===== src/design/lwd_pkg.sv =====
package lwd_pkg;

  // Register offsets (byte addresses)
  localparam logic [7:0] OFF_IO_DIS_LO  = 8'h20;
  localparam logic [7:0] OFF_IO_DIS_HI  = 8'h24;
  localparam logic [7:0] OFF_PRESET     = 8'h30;
  localparam logic [7:0] OFF_MEM_DIS_LO = 8'h40;
  localparam logic [7:0] OFF_MEM_DIS_HI = 8'h44;
  localparam logic [7:0] OFF_HOST_BASE  = 8'h50;
  localparam logic [7:0] OFF_CFG        = 8'hFC;

  // Reset values
  localparam logic [63:0] RST_DIS    = 64'h0000_0000_0000_0000;
  localparam logic [15:0] RST_PRESET = 16'h002E;
  localparam logic [31:0] RST_CFG    = 32'h0000_0000;
  localparam logic [31:0] RST_HBASE  = 32'h0000_0000;

  // Window configuration field positions
  localparam int CFG_BASE_LSB  = 8;
  localparam int CFG_INHIBIT   = 7;
  localparam int CFG_SIZE_LSB  = 0;
  localparam int CFG_SIZE_W    = 4;
  localparam int BASE_SHIFT    = 8;
  localparam logic [3:0] SIZE_MAX = 4'hC;
  localparam logic [31:0] CFG_WMASK = 32'hFFFF_FF8F;

  // Window translation request and answer
  typedef struct packed {
    logic        valid;
    logic [31:0] addr;
  } lwd_mreq_t;

  typedef struct packed {
    logic        claim;
    logic [31:0] ahb_addr;
  } lwd_mrsp_t;

endpackage


===== src/design/lwd_decode_ctrl.sv =====
`timescale 1ns/1ps
// Functional notes
// - I/O disable bit set stops that device's I/O base from claiming.
// - I/O disable bit i controls logical device i, bits 0 to 63.
// - Memory disable bit set stops that device's memory base claiming.
// - Memory disable bit clear leaves claiming to the valid flag.
// - Memory disable bits of reserved devices stay RW, no decode effect.
// - Host-side reset copies preset (default 002Eh) into base at 60h.
// - AHB base field shifted left eight gives 256-byte aligned region.
// - Inhibit bit set refuses host access to the mapped region.
// - Size N (0 to 12) passes lowest N address bits, a 2^N-byte region; larger sizes never claim.
module lwd_decode_ctrl #(
  parameter int NUM_DEV = 64
) (
  // Clock and reset
  input  wire logic                  CORE_CLK_I,
  input  wire logic                  RST_I,
  input  wire logic                  HOST_RESET_N_I,
  // Avalon-MM slave
  input  wire logic [7:0]            AVS_ADDRESS_I,
  input  wire logic                  AVS_READ_I,
  input  wire logic                  AVS_WRITE_I,
  input  wire logic [31:0]           AVS_WRITEDATA_I,
  input  wire logic [3:0]            AVS_BYTEENABLE_I,
  output logic [31:0]                AVS_READDATA_O,
  output logic                       AVS_WAITREQUEST_O,
  // Base register valid flags and device present flags
  input  wire logic [NUM_DEV-1:0]    IO_VALID_I,
  input  wire logic [NUM_DEV-1:0]    MEM_VALID_I,
  input  wire logic [NUM_DEV-1:0]    DEV_PRESENT_I,
  // Gated claim enables
  output logic [NUM_DEV-1:0]         IO_CLAIM_EN_O,
  output logic [NUM_DEV-1:0]         MEM_CLAIM_EN_O,
  // Configuration port base load
  output logic                       CFG_BASE_LOAD_O,
  output logic [15:0]                CFG_BASE_VAL_O,
  // Memory window translation
  input  wire lwd_pkg::lwd_mreq_t    MEM_REQ_I,
  output lwd_pkg::lwd_mrsp_t         MEM_RSP_O
);

  // Elaboration check: the mask registers hold at most 64 devices
  if (NUM_DEV < 32 || NUM_DEV > 64) begin : g_bad_num_dev
    $error("NUM_DEV must lie in 32..64");
  end

  logic [63:0] io_dis_q;
  logic [63:0] mem_dis_q;
  logic [15:0] preset_q;
  logic [31:0] cfg_q;
  logic [31:0] hbase_q;
  logic        ack_q;
  logic [31:0] rdata_q;
  logic [1:0]  hrst_q;
  logic        load_q;
  logic [15:0] load_val_q;
  lwd_pkg::lwd_mrsp_t rsp_q;

  // Bus decode
  wire        acc     = (AVS_READ_I | AVS_WRITE_I) & ~ack_q;
  // A write lands at the edge where waitrequest is seen low
  wire        wr_stb  = AVS_WRITE_I & ack_q;
  wire        rd_stb  = AVS_READ_I & ~ack_q;
  wire        sel_iol = AVS_ADDRESS_I == lwd_pkg::OFF_IO_DIS_LO;
  wire        sel_ioh = AVS_ADDRESS_I == lwd_pkg::OFF_IO_DIS_HI;
  wire        sel_pre = AVS_ADDRESS_I == lwd_pkg::OFF_PRESET;
  wire        sel_mml = AVS_ADDRESS_I == lwd_pkg::OFF_MEM_DIS_LO;
  wire        sel_mmh = AVS_ADDRESS_I == lwd_pkg::OFF_MEM_DIS_HI;
  wire        sel_hb  = AVS_ADDRESS_I == lwd_pkg::OFF_HOST_BASE;
  wire        sel_cfg = AVS_ADDRESS_I == lwd_pkg::OFF_CFG;
  wire [31:0] be_mask = {{8{AVS_BYTEENABLE_I[3]}}, {8{AVS_BYTEENABLE_I[2]}},
                         {8{AVS_BYTEENABLE_I[1]}}, {8{AVS_BYTEENABLE_I[0]}}};

  // Byte-lane merge of a write
  function automatic logic [31:0] merge(input logic [31:0] old,
                                        input logic [31:0] wd,
                                        input logic [31:0] m);
    merge = (old & ~m) | (wd & m);
  endfunction

  // Preset write data, merged before the part-select
  wire [31:0] pre_mrg = merge({16'h0000, preset_q}, AVS_WRITEDATA_I,
                              be_mask);

  // Read mux; unmapped offsets read zero
  wire [31:0] rd_mux =
      sel_iol ? io_dis_q[31:0]  :
      sel_ioh ? io_dis_q[63:32] :
      sel_pre ? {16'h0000, preset_q} :
      sel_mml ? mem_dis_q[31:0]  :
      sel_mmh ? mem_dis_q[63:32] :
      sel_hb  ? hbase_q :
      sel_cfg ? (cfg_q & lwd_pkg::CFG_WMASK) : 32'h0000_0000;

  // One wait state per access, answer on the following edge
  assign AVS_WAITREQUEST_O = acc;
  assign AVS_READDATA_O    = rdata_q;

  always_ff @(posedge CORE_CLK_I or posedge RST_I) begin
    if (RST_I) begin
      ack_q   <= 1'b0;
      rdata_q <= 32'h0000_0000;
    end else begin
      ack_q <= acc;
      if (rd_stb) begin
        rdata_q <= rd_mux;
      end
    end
  end

  // Mask and window registers, system reset
  always_ff @(posedge CORE_CLK_I or posedge RST_I) begin
    if (RST_I) begin
      io_dis_q  <= lwd_pkg::RST_DIS;
      mem_dis_q <= lwd_pkg::RST_DIS;
      cfg_q     <= lwd_pkg::RST_CFG;
      hbase_q   <= lwd_pkg::RST_HBASE;
    end else if (wr_stb) begin
      if (sel_iol) io_dis_q[31:0]  <= merge(io_dis_q[31:0],
                                            AVS_WRITEDATA_I, be_mask);
      if (sel_ioh) io_dis_q[63:32] <= merge(io_dis_q[63:32],
                                            AVS_WRITEDATA_I, be_mask);
      if (sel_mml) mem_dis_q[31:0]  <= merge(mem_dis_q[31:0],
                                             AVS_WRITEDATA_I, be_mask);
      if (sel_mmh) mem_dis_q[63:32] <= merge(mem_dis_q[63:32],
                                             AVS_WRITEDATA_I, be_mask);
      if (sel_cfg) cfg_q <= merge(cfg_q, AVS_WRITEDATA_I,
                                  be_mask & lwd_pkg::CFG_WMASK);
      if (sel_hb)  hbase_q <= merge(hbase_q, AVS_WRITEDATA_I, be_mask);
    end
  end

  // Preset reloads 002Eh on system reset and is written only by software
  always_ff @(posedge CORE_CLK_I or posedge RST_I) begin
    if (RST_I) begin
      preset_q <= lwd_pkg::RST_PRESET;
    end else if (wr_stb && sel_pre) begin
      preset_q <= pre_mrg[15:0];
    end
  end

  // Host-side reset is synchronised; a load pulse at its assertion
  always_ff @(posedge CORE_CLK_I or posedge RST_I) begin
    if (RST_I) begin
      hrst_q     <= 2'b11;
      load_q     <= 1'b0;
      load_val_q <= lwd_pkg::RST_PRESET;
    end else begin
      hrst_q <= {hrst_q[0], HOST_RESET_N_I};
      load_q <= 1'b0;
      if (hrst_q[1] & ~hrst_q[0]) begin
        load_q     <= 1'b1;
        load_val_q <= preset_q;
      end
    end
  end

  assign CFG_BASE_LOAD_O = load_q;
  assign CFG_BASE_VAL_O  = load_val_q;

  // Per-device claim gating
  for (genvar i = 0; i < NUM_DEV; i++) begin : g_dev
    assign IO_CLAIM_EN_O[i]  = IO_VALID_I[i] & ~io_dis_q[i];
    assign MEM_CLAIM_EN_O[i] = MEM_VALID_I[i] &
                               ~(mem_dis_q[i] & DEV_PRESENT_I[i]);
  end

  // Memory window translation
  wire [3:0]  win_size  = cfg_q[lwd_pkg::CFG_SIZE_LSB +: lwd_pkg::CFG_SIZE_W];
  wire        win_inh   = cfg_q[lwd_pkg::CFG_INHIBIT];
  wire [31:0] ahb_base  = {cfg_q[31:lwd_pkg::CFG_BASE_LSB],
                           8'h00};
  wire [31:0] low_mask  = (32'h0000_0001 << win_size) - 32'h0000_0001;
  wire        size_ok   = win_size <= lwd_pkg::SIZE_MAX;
  wire        hit       = ((MEM_REQ_I.addr ^ hbase_q) & ~low_mask) ==
                          32'h0000_0000;
  wire [31:0] xlat      = (ahb_base & ~low_mask) |
                          (MEM_REQ_I.addr & low_mask);

  always_ff @(posedge CORE_CLK_I or posedge RST_I) begin
    if (RST_I) begin
      rsp_q <= '0;
    end else begin
      rsp_q.claim    <= MEM_REQ_I.valid & hit & size_ok & ~win_inh;
      rsp_q.ahb_addr <= xlat;
    end
  end

  assign MEM_RSP_O = rsp_q;

endmodule


===== config.mk =====
export PLATFORM = sky130hd
export DESIGN_NAME = lwd_decode_ctrl
export DESIGN_NICKNAME = d
export VERILOG_FILES = /design/src/design/lwd_pkg.sv /design/src/design/lwd_decode_ctrl.sv
export SDC_FILE = /design/constraint.sdc
export NUM_CORES = 1
export LEC_CHECK = 0
export ABC_AREA = 0
export BUFFER_PORTS_ARGS = -buffer_cell sky130_fd_sc_hd__buf_2
export CAP_MARGIN = 25
export CORE_AREA = 4 4 185 187
export DETAILED_ROUTE_END_ITERATION = 10
export DIE_AREA = 0 0 189 191
export HOLD_SLACK_MARGIN = 0.06
export PLACE_DENSITY_LB_ADDON = 0.12
export SYNTH_ARGS = -nofsm -noshare
export SYNTH_HDL_FRONTEND = slang
export SYNTH_SLANG_ARGS = --single-unit

===== constraint.sdc =====
create_clock -name CORE_CLK_I -period 25.1 [get_ports CORE_CLK_I]
set_input_delay 1.255 -clock CORE_CLK_I [delete_from_list [all_inputs] [get_ports CORE_CLK_I]]
set_output_delay 1.255 -clock CORE_CLK_I [all_outputs]
set_load 0.01 [all_outputs]

# [Word level (Yosys, flattened, before mapping)]
# Cells that the tools add are included.
[totals] ff_bits=293 in_bits=274 out_inout_bits=211 wordCells=395
[op_classes] addsub=1 n_lt_le_gt_ge=1 eq_ne=7 shifts=1 mux=8 bitwise_logic=355 n_reduce_logical=8
[ops] operator="$and 32x32->32" count=11
[ops] operator="$mux 32" count=7
[ops] operator="$or 32x32->32" count=7
[ops] operator="$and 1x1->1" count=199
[ops] operator="$not 1->1" count=131
[ops] operator="$not 32->32" count=3
[ops] operator="$logic_not 32->1" count=1
[ops] operator="$shl 1x4->32 const A" count=1
[ops] operator="$sub 32x1->32 const B" count=1
[ops] operator="$xor 32x32->32" count=1
[ops] operator="$eq 8x6->1 const B" count=3
[ops] operator="$eq 8x7->1 const B" count=3
[ops] operator="$and 16x16->16" count=1
[ops] operator="$or 16x16->16" count=1
[ops] operator="$reduce_and 2->1" count=6
[ops] operator="$eq 8x8->1 const B" count=1
[ops] operator="$le 4x4->1 const B" count=1
[ops] operator="$logic_and 1x1->1" count=1
[ops] operator="$mux 1" count=1
[ops] operator="$or 1x1->1" count=1

# [Logic depth before layout (Yosys ltp)]
# Gate-level depths: netlist of run 1.
[logic_depth] ltp_word=8 ltp_mapped=11 ltp_nobuf=9

# [Worst setup path before layout of run 1]
# No wires, ideal clock.
[synth_timing] path_type="input port to output port" from="input port AVS_WRITE_I" to="output port AVS_WAITREQUEST_O" t_arrival_ns=1.716 required_time_ns=23.845 path_slack_ns=22.129 cell_stages=3 n_path_buf=1 path_cell_list="clkbuf_1 nor2_1 nor2_1"
[synth_via] elab_chain_cells=2
[synth_rtl] element="from (decl)" line="lwd_decode_ctrl.sv:22" source="input wire logic AVS_WRITE_I,"
[synth_rtl] element="$or 1x1->1" line="lwd_decode_ctrl.sv:60" source="wire acc = (AVS_READ_I | AVS_WRITE_I) & ~ack_q;"
[synth_rtl] element="$and 1x1->1" line="lwd_decode_ctrl.sv:60"
[synth_rtl] element="to (decl)" line="lwd_decode_ctrl.sv:26" source="output logic AVS_WAITREQUEST_O,"
# No other way between the ends.

==> results of run 1 <==
[cell families after synthesis]
kind of cell	synth area share
simple gates	0.108
fa+ha+maj	0.00178
buf+inv	0.0253
xor+xnor	0.0212
mux	0.192
compound gates	0.134
flops	0.518
[placed cells by master, fill, tap and decap left out, types with 13 or more instances in the layout]
| cell | instances |
|---|---|
| clkbuf_16 | 37 |
| buf_2 | 484 |
| mux2_2 | 232 |
| o22ai_1 | 39 |
| a22oi_1 | 21 |
| xor2_1 | 16 |
| a21oi_1 | 28 |
| nor2_1 | 55 |
| a21boi_0 | 64 |
| a31oi_1 | 28 |
| o21ai_0 | 51 |
| clkbuf_1 | 13 |
| xnor2_1 | 18 |
| nor2b_1 | 71 |
| nand2_1 | 26 |
| inv_1 | 15 |
| dfrtp_1 | 280 |
[layout make-up]
cell class              instances  area (um2)  area share
flip-flops and latches        290        7270       0.403
multi-input cells             803        6420       0.356
inverters                      17        71.3     0.00396
clock buffers                  55        1040      0.0579
well taps                     442         553      0.0307
clock inverters                 5        75.1     0.00416
repair buffers                498        2600       0.144
[power by group through the flow]
stage / Combinational [mW] / Clock, mW / Sequential [mW]
floorplan: 0.0540 / 0 / 0.499
global placement: 0.118 / 0 / 0.499
detailed placement: 0.119 / 0 / 0.499
CTS: 0.120 / 0.503 / 0.491
global route: 0.131 / 0.525 / 0.493
finish: 0.120 / 0.494 / 0.491
[metal layers]
layer  vias to the layer above  global-route usage  routed length, um
li1                       5210                   -                  -
met1                      5800               0.356              21200
met3                        88              0.0458               3310
met2                       529               0.448              24000
met4                         8              0.0701               1130
met5                         -                   0                 48
[stage by stage]
step           std cells  hold WS [ps]
2_1_floorplan       1178           351
3_3_place_gp        2045           354
3_5_place_dp        2046           355
4_1_cts             2106           363
5_1_grt             2110           372
6_report            2110           362
[final timing paths]
| check | startpoint | slack (ps) | endpoint |
|---|---|---|---|
| setup / recovery | AVS_ADDRESS_I[2] | 21030 | register |
| hold / removal | hrst_q[0]$_DFF_PP1_ | 360 | hrst_q[1]$_DFF_PP1_ |
| setup reg to reg | register | 21500 | MEM_RSP_O[32]$_DFF_PP0_ |
| hold reg to reg | hrst_q[0]$_DFF_PP1_ | 360 | hrst_q[1]$_DFF_PP1_ |
| max in group asynchronous | RST_I | 22870 | CFG_BASE_VAL_O[5]$_DFFE_PP1P_ |
| min in group asynchronous | RST_I | 670 | MEM_RSP_O[25]$_DFF_PP0_ |
==> metrics.md, run 1 <==
| Metric | Value |
|---|---|
| Die Y-Extent | `about 190 um` |
| Max Clk Rate | `between 200 and 250 MHz` |
| IO Count | `around 490` |
| Total track usage | `0.265` |
| Most instantiated cells after synthesis | `dfrtp_1 (280), mux2_2 (232), nor2b_1 (73), a21boi_0 (64), nor2_1 (55)` |
| DR vias/cell | `around 5.5` |
| Die width | `between 150 and 200 um` |
| Drt first-iter violations | `about 660` |
| Final period util | `0.162` |
| Core box area | `around 0.032 mm2` |
| Placement Setup Slack | `just over 20000 ps` |
| Synthesized flop and latch total | `between 200 and 300` |
| Post-route antenna net violation count | `0` |
| Cell accounting for the most synthesized area | `dfrtp_1` |
| CTS sink count | `slightly below 300` |
| Clock tree from TritonCTS | `done` |
| Reg2reg path depth | `7` |
| Final wirelength | `49700 um` |
| Worst hold path class | `register to register` |
| Initial antenna violation count | `4` |
| Initial Util | `0.432` |
| Inserted Diodes | `0` |
| Arrival @ worst endpoint | `4460 ps` |
| Post-route minimum period | `between 4000 and 5000 ps` |
| Max incr delay on CP | `between 1000 and 1500 ps` |
| Critical path's slowest cell | `nand3_1` |
| Worst-path maximum fanout | `40` |
| Ys Warns | `0` |
| Row count | `66` |
| Setup tns final | `0 ps` |
| Buffers on Ports | `about 480` |
| Worst slew margin | `0.298` |
| Pint | `~0.84 mW` |
| Power Dens Cells | `61.3 mW/mm2` |
| Least-Margin Pin Slew | `1050 ps` |
| Net Switching | `roughly 0.27 mW` |
| DP Area | `approximately 0.017 mm2` |
| Via Count | `approximately 12000` |
| Critical Path Source Type | `primary input` |
| Hold path depth | `0` |
| Final Core Density | `0.555` |
| VDD IR max | `approximately 0.000035 V` |
| Leak Pwr | `approximately 9 nW` |
| CTS Hold Buffers Added | `0` |
| Post-CTS setup buffers | `0` |
| Die ar. | `between 0.03 and 0.04 mm2` |
| Ys flop type | `dfrtp_1` |
| First-pass GRT wire length | `between 70000 and 80000 um` |
| Synth top area cells | `dfrtp_1 (50%), mux2_2 (19%), a21boi_0 (3.4%), nor2b_1 (3.3%), dfstp_2 (1.9%)` |
| Max Cap Viol | `0` |
| RSZ-0062 raised after global routing | `no` |
| WL/cell | `approximately 24 um` |
| Combinational share of power | `0.109` |
| CP top delay family | `simple AND/OR/NAND/NOR gates` |
| Post-synth EDFFs | `0` |
| Seq/Total Area, Yosys | `0.518` |
| TritonCTS Buffers | `34` |
| Power Total | `1.11 mW` |
| Maximum clock insertion buffer count | `3` |
| Clock Skew | `about 7.7 ps` |
| Largest net degree at the start of global routing | `140` |
| Grt ovf | `0` |
| DRC viols | `0` |
| Max-slew violations | `0` |
| Worst-Skew Late Latency | `roughly 500 ps` |
| Final-stage net count | `1920` |
| Fillers | `about 2900` |
| Post-cts resize count | `0` |
| DR pass1 iterations | `4` |
| GPL Wtd Cong | `0.834` |
| Worst Path Required | `roughly 25000 ps` |
| Mapped Avg Cell Area | `11.9 um2` |
| Stages on worst setup path | `6` |
| Layout cells sized above 1 | `0.497` |
| Post-Syn Area | `0.0140 mm2` |
| Setup ws final | `21030 ps` |
| Buf+Inv Stages, Crit Path | `3` |
| Switching Share | `0.244` |
| Clock root buffer | `clkbuf_16` |
| Final Cell Area | `around 0.018 mm2` |
| Synth top area share | `0.500` |
| Net Count, Synth | `roughly 1500` |
| Hold Violations, Final | `0` |
| Most frequent cell after synthesis | `dfrtp_1` |
| Cells after Synth | `roughly 1200` |
| Worst Path Class, Setup | `primary input to register` |
| Asr flop ratio synth | `1.00` |
| Status | `complete, no violations` |
| Vias in the first global route | `11800` |
| H-tree depth | `2` |
| Synth unique cells | `between 50 and 60` |
| Critical Path Sink Type | `register` |
| Clock-pin transition on the worst setup and hold timing paths | `approximately 60 ps` |
| Post-DP HPWL | `between 30000 and 40000 um` |
| Synth-to-layout area growth | `28.6%` |
| Cell Chain, Critical Path | `buf_2, buf_4, inv_2, nand3_1, nor2_4, mux2_2` |
| Sequential share of power | `0.445` |
| Clock share of power | `0.447` |
| Final setup fails | `0` |
(Power assumes the default switching activity.)
==> run 2, diff against run 1 <==
--- a/config.mk
+++ b/config.mk
@@ -8,9 +8,9 @@
 export ABC_AREA = 0
 export BUFFER_PORTS_ARGS = -buffer_cell sky130_fd_sc_hd__buf_2
 export CAP_MARGIN = 25
-export CORE_AREA = 4 4 185 187
+export CORE_AREA = 4 4 187 189
 export DETAILED_ROUTE_END_ITERATION = 10
-export DIE_AREA = 0 0 189 191
+export DIE_AREA = 0 0 191 193
 export HOLD_SLACK_MARGIN = 0.06
 export PLACE_DENSITY_LB_ADDON = 0.12
 export SYNTH_ARGS = -nofsm -noshare
==> constraint.sdc (replaced) <==
create_clock -name CORE_CLK_I -period 4.25 [get_ports CORE_CLK_I]
set_input_delay 0.2125 -clock CORE_CLK_I [delete_from_list [all_inputs] [get_ports CORE_CLK_I]]
set_output_delay 0.2125 -clock CORE_CLK_I [all_outputs]
set_load 0.01 [all_outputs]
==> run 2 against run 1 <==
Via count grew 0.22%. Critical path type is now register to register. Clock skew increased by 8.5 ps. Setup slack worse by 20000 ps. Critical path depth rose by 3. Largest power group is now registers. Clock power grew to 5.6 times the previous value.
==> metrics.md, run 2 (same netlist as run 1, synthesis figures left out) <==
| Metric | Value |
|---|---|
| First-pass GRT wire length | `72100 um (-1.4%)` |
| Largest net degree at the start of global routing | `147 (+5.0%)` |
| Synth-to-layout area growth | `32.2%` |
| Final Cell Area | `0.0185 mm2 (+2.8%)` |
| Worst hold path class | `primary input to register` |
| Maximum clock insertion buffer count | `3 (unchanged)` |
| Arrival @ worst endpoint | `3490 ps (-970 ps)` |
| DP Cell Count | `2057 (+0.54%)` |
| VDD IR max | `0.000304 V (+780%)` |
| Hold Violations, Final | `0 (unchanged)` |
| Reg2reg path depth | `9 (+2)` |
| H-tree depth | `1 (-1)` |
| DR vias/cell | `5.37 (-2.7%)` |
| CTS sink count | `290 (unchanged)` |
| Die width | `191 um (+1.1%)` |
| Initial antenna violation count | `3 (-1)` |
| Row count | `67 (+1.5%)` |
| Placement Setup Slack | `1230 ps (-19360 ps)` |
| Worst-path maximum fanout | `13 (-68%)` |
| Post-DP HPWL | `36100 um (+0.76%)` |
| Core box area | `0.0333 mm2 (+2.5%)` |
| R2R Setup Slk | `1210 ps (-20290 ps)` |
| Final wirelength | `49400 um (-0.46%)` |
| DP Area | `0.0169 mm2 (+0.51%)` |
| Die Y-Extent | `193 um (+1.0%)` |
| Status | `complete, no violations` |
| Clock-pin transition on the worst setup and hold timing paths | `70 ps (about the same)` |
| TritonCTS Buffers | `30 (-12%)` |
| Critical Path Source Type | `register` |
| Worst slew margin | `0.387 (+0.0889)` |
| Leak Pwr | `9.40 nW (+2.3%)` |
| Final period util | `0.715` |
| DRC viols | `0 (unchanged)` |
| Critical Path Sink Type | `register` |
| DR pass1 iterations | `5 (+1)` |
| Clock Skew | `16.1 ps (+8.45 ps)` |
| Commonest non-fill, non-tap cell in the layout | `buf_2` |
| Drt first-iter violations | `669 (+1.7%)` |
| Final non-filler cell total | `2173 (+3.0%)` |
| Worst-Skew Late Latency | `560 ps (+50 ps)` |
| Hold_sp | `MEM_REQ_I[28]` |
| Final setup fails | `0 (unchanged)` |
| RSZ-0062 raised after global routing | `no` |
| Die ar. | `0.0369 mm2 (+2.1%)` |
| Least-Margin Pin Slew | `920 ps (-130 ps)` |
| Met2 Use GR | `0.459 (+0.0115)` |
| Clock tree from TritonCTS | `done` |
| IO Count | `485 (unchanged)` |
| Area occupied by multi-input gates | `0.00642 mm2 (about the same)` |
| Via Count | `11700 (+0.22%)` |
| FF-to-FF End | `MEM_RSP_O[32]$_DFF_PP0_` |
| Max Clk Rate | `between 300 and 400 MHz` |
| Max Cap Viol | `0 (unchanged)` |
| Worst Path Class, Setup | `register to register` |
| Initial Util | `0.421 (-0.0107)` |
| Total track usage | `0.258 (-0.00739)` |
| Setup tns final | `0 ps (unchanged)` |
| Grt ovf | `0 (unchanged)` |
| Vias in the first global route | `11900 (+0.49%)` |
| Met3 usage | `0.0340 (-0.0118)` |
| M1 GR Usage | `0.337 (-0.0186)` |
| Power Dens Cells | `345 mW/mm2 (+460%)` |
| Final-stage net count | `1976 (+2.9%)` |
| Fillers | `2948 (+2.4%)` |
| Hold path depth | `4 (+4)` |
| Max-slew violations | `0 (unchanged)` |
| WL/cell | `22.8 um (-3.3%)` |
| Leading cell types in the layout, fill and taps excluded | `buf_2 (485), dfrtp_1 (280), mux2_2 (232), nor2b_1 (71), a21boi_0 (64)` |
| Setup ws final | `1210 ps (-19820 ps)` |
| Clock root buffer | `clkbuf_16` |
| Post-route minimum period | `slightly above 3000 ps` |
| Layout cells sized above 1 | `0.485 (-0.0121)` |
| Buffers on Ports | `484 (unchanged)` |
| Hold endpoint | `MEM_RSP_O[32]$_DFF_PP0_` |
| Post-cts resize count | `0 (unchanged)` |
| Reg area | `0.00727 mm2 (unchanged)` |
| Post-route antenna net violation count | `0 (unchanged)` |
| GPL Wtd Cong | `0.858 (+2.8%)` |
| Global route hottest layer | `met2` |
| Worst Path Required | `4700 ps (-20790 ps)` |
## run 2: worst max-delay path, stage by stage, from the launching register on
cell and delay [ps]:
dfrtp_1 630, or2_2 220, nor3_1 80, inv_1 90
ha_1 350, nor4b_4 630, a31oi_1 210, a221oi_1 270
o21ai_0 140, nor4_1 290
## run 2: area by class of cell
type | count | share of cell area
clock buffers | 44 | 0.0488
multi-input cells | 803 | 0.347
repair buffers | 558 | 0.171
well taps | 448 | 0.0303
inverters | 17 | 0.00365
diodes | 1 | 0.000135
flip-flops and latches | 290 | 0.392
clock inverters | 12 | 0.00743
## run 2: worst max path at each step
| stage | startpoint | slack [ps] | to |
|---|---|---|---|
| floorplan | RST_I | 200 | AVS_READDATA_O[0]$_DFFE_PP0P_ |
| global placement | register | 790 | MEM_RSP_O[32]$_DFF_PP0_ |
| detailed placement | register | 1230 | MEM_RSP_O[32]$_DFF_PP0_ |
| CTS | register | 1220 | MEM_RSP_O[32]$_DFF_PP0_ |
| global route | register | 1010 | MEM_RSP_O[32]$_DFF_PP0_ |
| finish | register | 1210 | MEM_RSP_O[32]$_DFF_PP0_ |
## run 2: what timing repair did
item	CTS	global route
endpoints found under the hold margin	508	0
setup buffers	0	0
hold buffers	58	0
## run 2: per-stage QoR
step	hold slack, ps	power, mW	utilization
2_1_floorplan	217	3.27	-
3_3_place_gp	113	3.65	0.506
3_5_place_dp	115	3.66	0.508
4_1_cts	120	6.46	0.556
5_1_grt	109	6.63	0.557
6_report	118	6.39	0.557
## run 2: layer usage
| layer | up-vias | share of wire | wire length (um) |
|---|---|---|---|
| li1 | 5316 | - | - |
| met1 | 5768 | 0.41 | 20200 |
| met2 | 498 | 0.50 | 24800 |
| met3 | 77 | 0.064 | 3180 |
| met4 | 2 | 0.024 | 1190 |
| met5 | - | 0.00040 | 20 |
## run 2: report_power, final
part / internal, mW / switching, mW
combinational: 0.331 / 0.409
sequential: 2.84 / 0.0618
clock: 1.65 / 1.10
==> run 3, diff against run 2 <==
--- a/config.mk
+++ b/config.mk
@@ -8,9 +8,9 @@
 export ABC_AREA = 0
 export BUFFER_PORTS_ARGS = -buffer_cell sky130_fd_sc_hd__buf_2
 export CAP_MARGIN = 25
-export CORE_AREA = 4 4 187 189
+export CORE_AREA = 4 4 185 187
 export DETAILED_ROUTE_END_ITERATION = 10
-export DIE_AREA = 0 0 191 193
+export DIE_AREA = 0 0 189 191
 export HOLD_SLACK_MARGIN = 0.06
 export PLACE_DENSITY_LB_ADDON = 0.12
 export SYNTH_ARGS = -nofsm -noshare
==> constraint.sdc (replaced) <==
create_clock -name CORE_CLK_I -period 2.4 [get_ports CORE_CLK_I]
set_input_delay 0.12 -clock CORE_CLK_I [delete_from_list [all_inputs] [get_ports CORE_CLK_I]]
set_output_delay 0.12 -clock CORE_CLK_I [all_outputs]
set_load 0.01 [all_outputs]
==> run 3 against run 2 <==
Global-route usage up 1.5 points. Final area up 2.6%. Die area down 2.1%. Routed wire length up 3.1%. Clock skew down 0.75 ps. Flip-flop and latch count unchanged. Critical path depth down 2.
==> metrics.md, run 3 (same netlist as run 1, synthesis figures left out) <==
| Metric | Value |
|---|---|
| Initial Util | `0.432 (+0.0107)` |
| Fillers | `2806 (-4.8%)` |
| Hold_sp | `MEM_REQ_I[32]` |
| Status | `complete, no violations` |
| Core box area | `0.0325 mm2 (-2.5%)` |
| Die Y-Extent | `191 um (-1.0%)` |
| Maximum clock insertion buffer count | `3 (unchanged)` |
| DR pass1 iterations | `5 (unchanged)` |
| Power Dens Cells | `629 mW/mm2 (+82%)` |
| Worst Path Required | `2800 ps (-1900 ps)` |
| First-pass GRT wire length | `74700 um (+3.6%)` |
| Worst Path Class, Setup | `register to register` |
| Buf+Inv Stages, Crit Path | `1 (unchanged)` |
| Max-slew violations | `0 (unchanged)` |
| Cell Chain, Critical Path | `or2_2, nor3_2, inv_1, ha_4, a2111oi_2, nand4_1, nor4_1` |
| Synth-to-layout area growth | `35.6%` |
| Max Clk Rate | `446 MHz (+36%)` |
| Final period util | `0.934 (+0.219)` |
| TritonCTS Buffers | `34 (+13%)` |
| Final non-filler cell total | `2214 (+1.9%)` |
| Clock-pin transition on the worst setup and hold timing paths | `60 ps (about the same)` |
| Critical path's slowest cell | `a2111oi_2` |
| Layout cells sized above 1 | `0.499 (+0.0139)` |
| Die ar. | `0.0361 mm2 (-2.1%)` |
| Post-route minimum period | `2240 ps (-798 ps)` |
| FF-to-FF End | `MEM_RSP_O[32]$_DFF_PP0_` |
| Final-stage net count | `2022 (+2.3%)` |
| Hold Violations, Final | `0 (unchanged)` |
| Initial antenna violation count | `8 (+5)` |
| Largest net degree at the start of global routing | `36 (-76%)` |
| Worst-path maximum fanout | `5 (-8)` |
| H-tree depth | `2 (+1)` |
| DR vias/cell | `5.40 (+0.54%)` |
| RSZ-0062 raised after global routing | `no` |
| Arrival @ worst endpoint | `2640 ps (-850 ps)` |
| R2R Setup Slk | `160 ps (-1050 ps)` |
| Row count | `66 (-1.5%)` |
| Die width | `189 um (-1.0%)` |
| Critical Path Sink Type | `register` |
| Max incr delay on CP | `420 ps (-210 ps)` |
| GPL Wtd Cong | `0.903 (+5.3%)` |
| Clock root buffer | `clkbuf_16` |
| Post-DP HPWL | `38400 um (+6.2%)` |
| Final Core Density | `0.586 (+0.0292)` |
| IO Count | `485 (unchanged)` |
| Worst hold path class | `primary input to register` |
| Clock tree from TritonCTS | `done` |
| Hold endpoint | `MEM_RSP_O[32]$_DFF_PP0_` |
| Least-Margin Pin Slew | `846 ps (-73.9 ps)` |
| Total track usage | `0.272 (+0.0147)` |
| Commonest non-fill, non-tap cell in the layout | `buf_2` |
| Critical Path Source Type | `register` |
| Grt ovf | `0 (unchanged)` |
| WL/cell | `23.0 um (+1.2%)` |
| Clock Skew | `15.4 ps (-0.748 ps)` |
| Worst-Skew Late Latency | `510 ps (-50 ps)` |
| Reg2reg path depth | `7 (-2)` |
| Leak Pwr | `9.67 nW (+2.9%)` |
| CTS sink count | `290 (unchanged)` |
| DRC viols | `0 (unchanged)` |
| Via Count | `11900 (+2.4%)` |
| Vias in the first global route | `12300 (+3.5%)` |
| Final wirelength | `51000 um (+3.1%)` |
| Final setup fails | `0 (unchanged)` |
| Drt first-iter violations | `674 (+0.75%)` |
| Hold path depth | `5 (+1)` |
| VDD IR max | `0.000379 V (+25%)` |
| Buffers on Ports | `484 (unchanged)` |
| Leading cell types in the layout, fill and taps excluded | `buf_2 (484), dfrtp_1 (280), mux2_2 (232), nor2b_1 (71), a21boi_0 (64)` |
| Post-route antenna net violation count | `0 (unchanged)` |
| Max Cap Viol | `0 (unchanged)` |
| Worst slew margin | `0.435 (+0.0481)` |
| CP top delay family | `simple AND/OR/NAND/NOR gates` |
| DP Cell Count | `2093 (+1.8%)` |
run 3: cell types whose count changed in the layout (fill, tap and decap cells not counted), moves of 2 or more:
cell,previous run,this run
diode_2,1,4
clkbuf_8,8,3
clkbuf_16,31,37
clkinv_2,8,6
clkbuf_1,5,7
buf_4,12,54
bufinv_16,3,5
buf_12,2,5
run 3: what timing repair did:
item / CTS / global route
setup buffers: 2 / 0
setup endpoints to repair: 1 / 2
gates resized for setup: 2 / 3
endpoints found under the hold margin: 243 / 0
hold buffers: 57 / 0
pin swaps: 0 / 1
run 3: final cells by class:
class                           instances  area [um2]  area share
Antenna cell                            4        10.0    0.000526
Clock buffer                           47         993      0.0522
Clock inverter                         11         180     0.00947
Inverter                               17        67.6     0.00355
Multi-Input combinational cell        803        6440       0.339
Sequential cell                       290        7270       0.382
Tap cell                              442         553      0.0291
Timing Repair Buffer                  600        3500       0.184
run 3: worst max path at each step:
stage                         from                       endpoint  depth (start not counted)
final                     register        MEM_RSP_O[32]$_DFF_PP0_                          7
after global routing      register        MEM_RSP_O[32]$_DFF_PP0_                          7
after CTS                 register        MEM_RSP_O[32]$_DFF_PP0_                          9
after detailed placement  register        MEM_RSP_O[32]$_DFF_PP0_                          9
after global placement    register        MEM_RSP_O[32]$_DFF_PP0_                          9
after floorplan              RST_I  AVS_READDATA_O[0]$_DFFE_PP0P_                          1
run 3: power by group:
part	total [mW]	internal [mW]	switching (mW)
Sequential	5.13	5.03	0.101
Combinational	1.38	0.625	0.756
Clock	5.44	3.42	2.02
run 3: metrics by stage:
| stage | hold WS, ps | instance area, um2 | setup WS (ps) | total power, mW | TNS (ps) |
|---|---|---|---|---|---|
| 4_1_cts | 72.9 | 19000 | 47.4 | 12.1 | 0 |
| 2_1_floorplan | 124 | 14000 | -1560 | 5.79 | -441850 |
| 3_3_place_gp | 227 | 17200 | -58.2 | 6.50 | -58.2 |
| 3_5_place_dp | 227 | 17200 | -167 | 6.52 | -167 |
| 6_report | 100 | 19000 | 159 | 12.0 | 0 |
| 5_1_grt | 126 | 19000 | 19.8 | 12.4 | 0 |
run 3: routing by layer:
layer  vias to the layer above  GRT usage  part of all wire
li1                       5417          -                 -
met1                      5997      0.353              0.41
met2                       439      0.470              0.50
met3                        84     0.0513             0.065
met4                         8     0.0760             0.024
met5                         -          0            0.0010
run 3: tightest hold or removal path: stages:
cell and delay, ps:
buf_2 100, inv_1 90, a2111oi_2 80, nand4_1 110, nor4_1 60
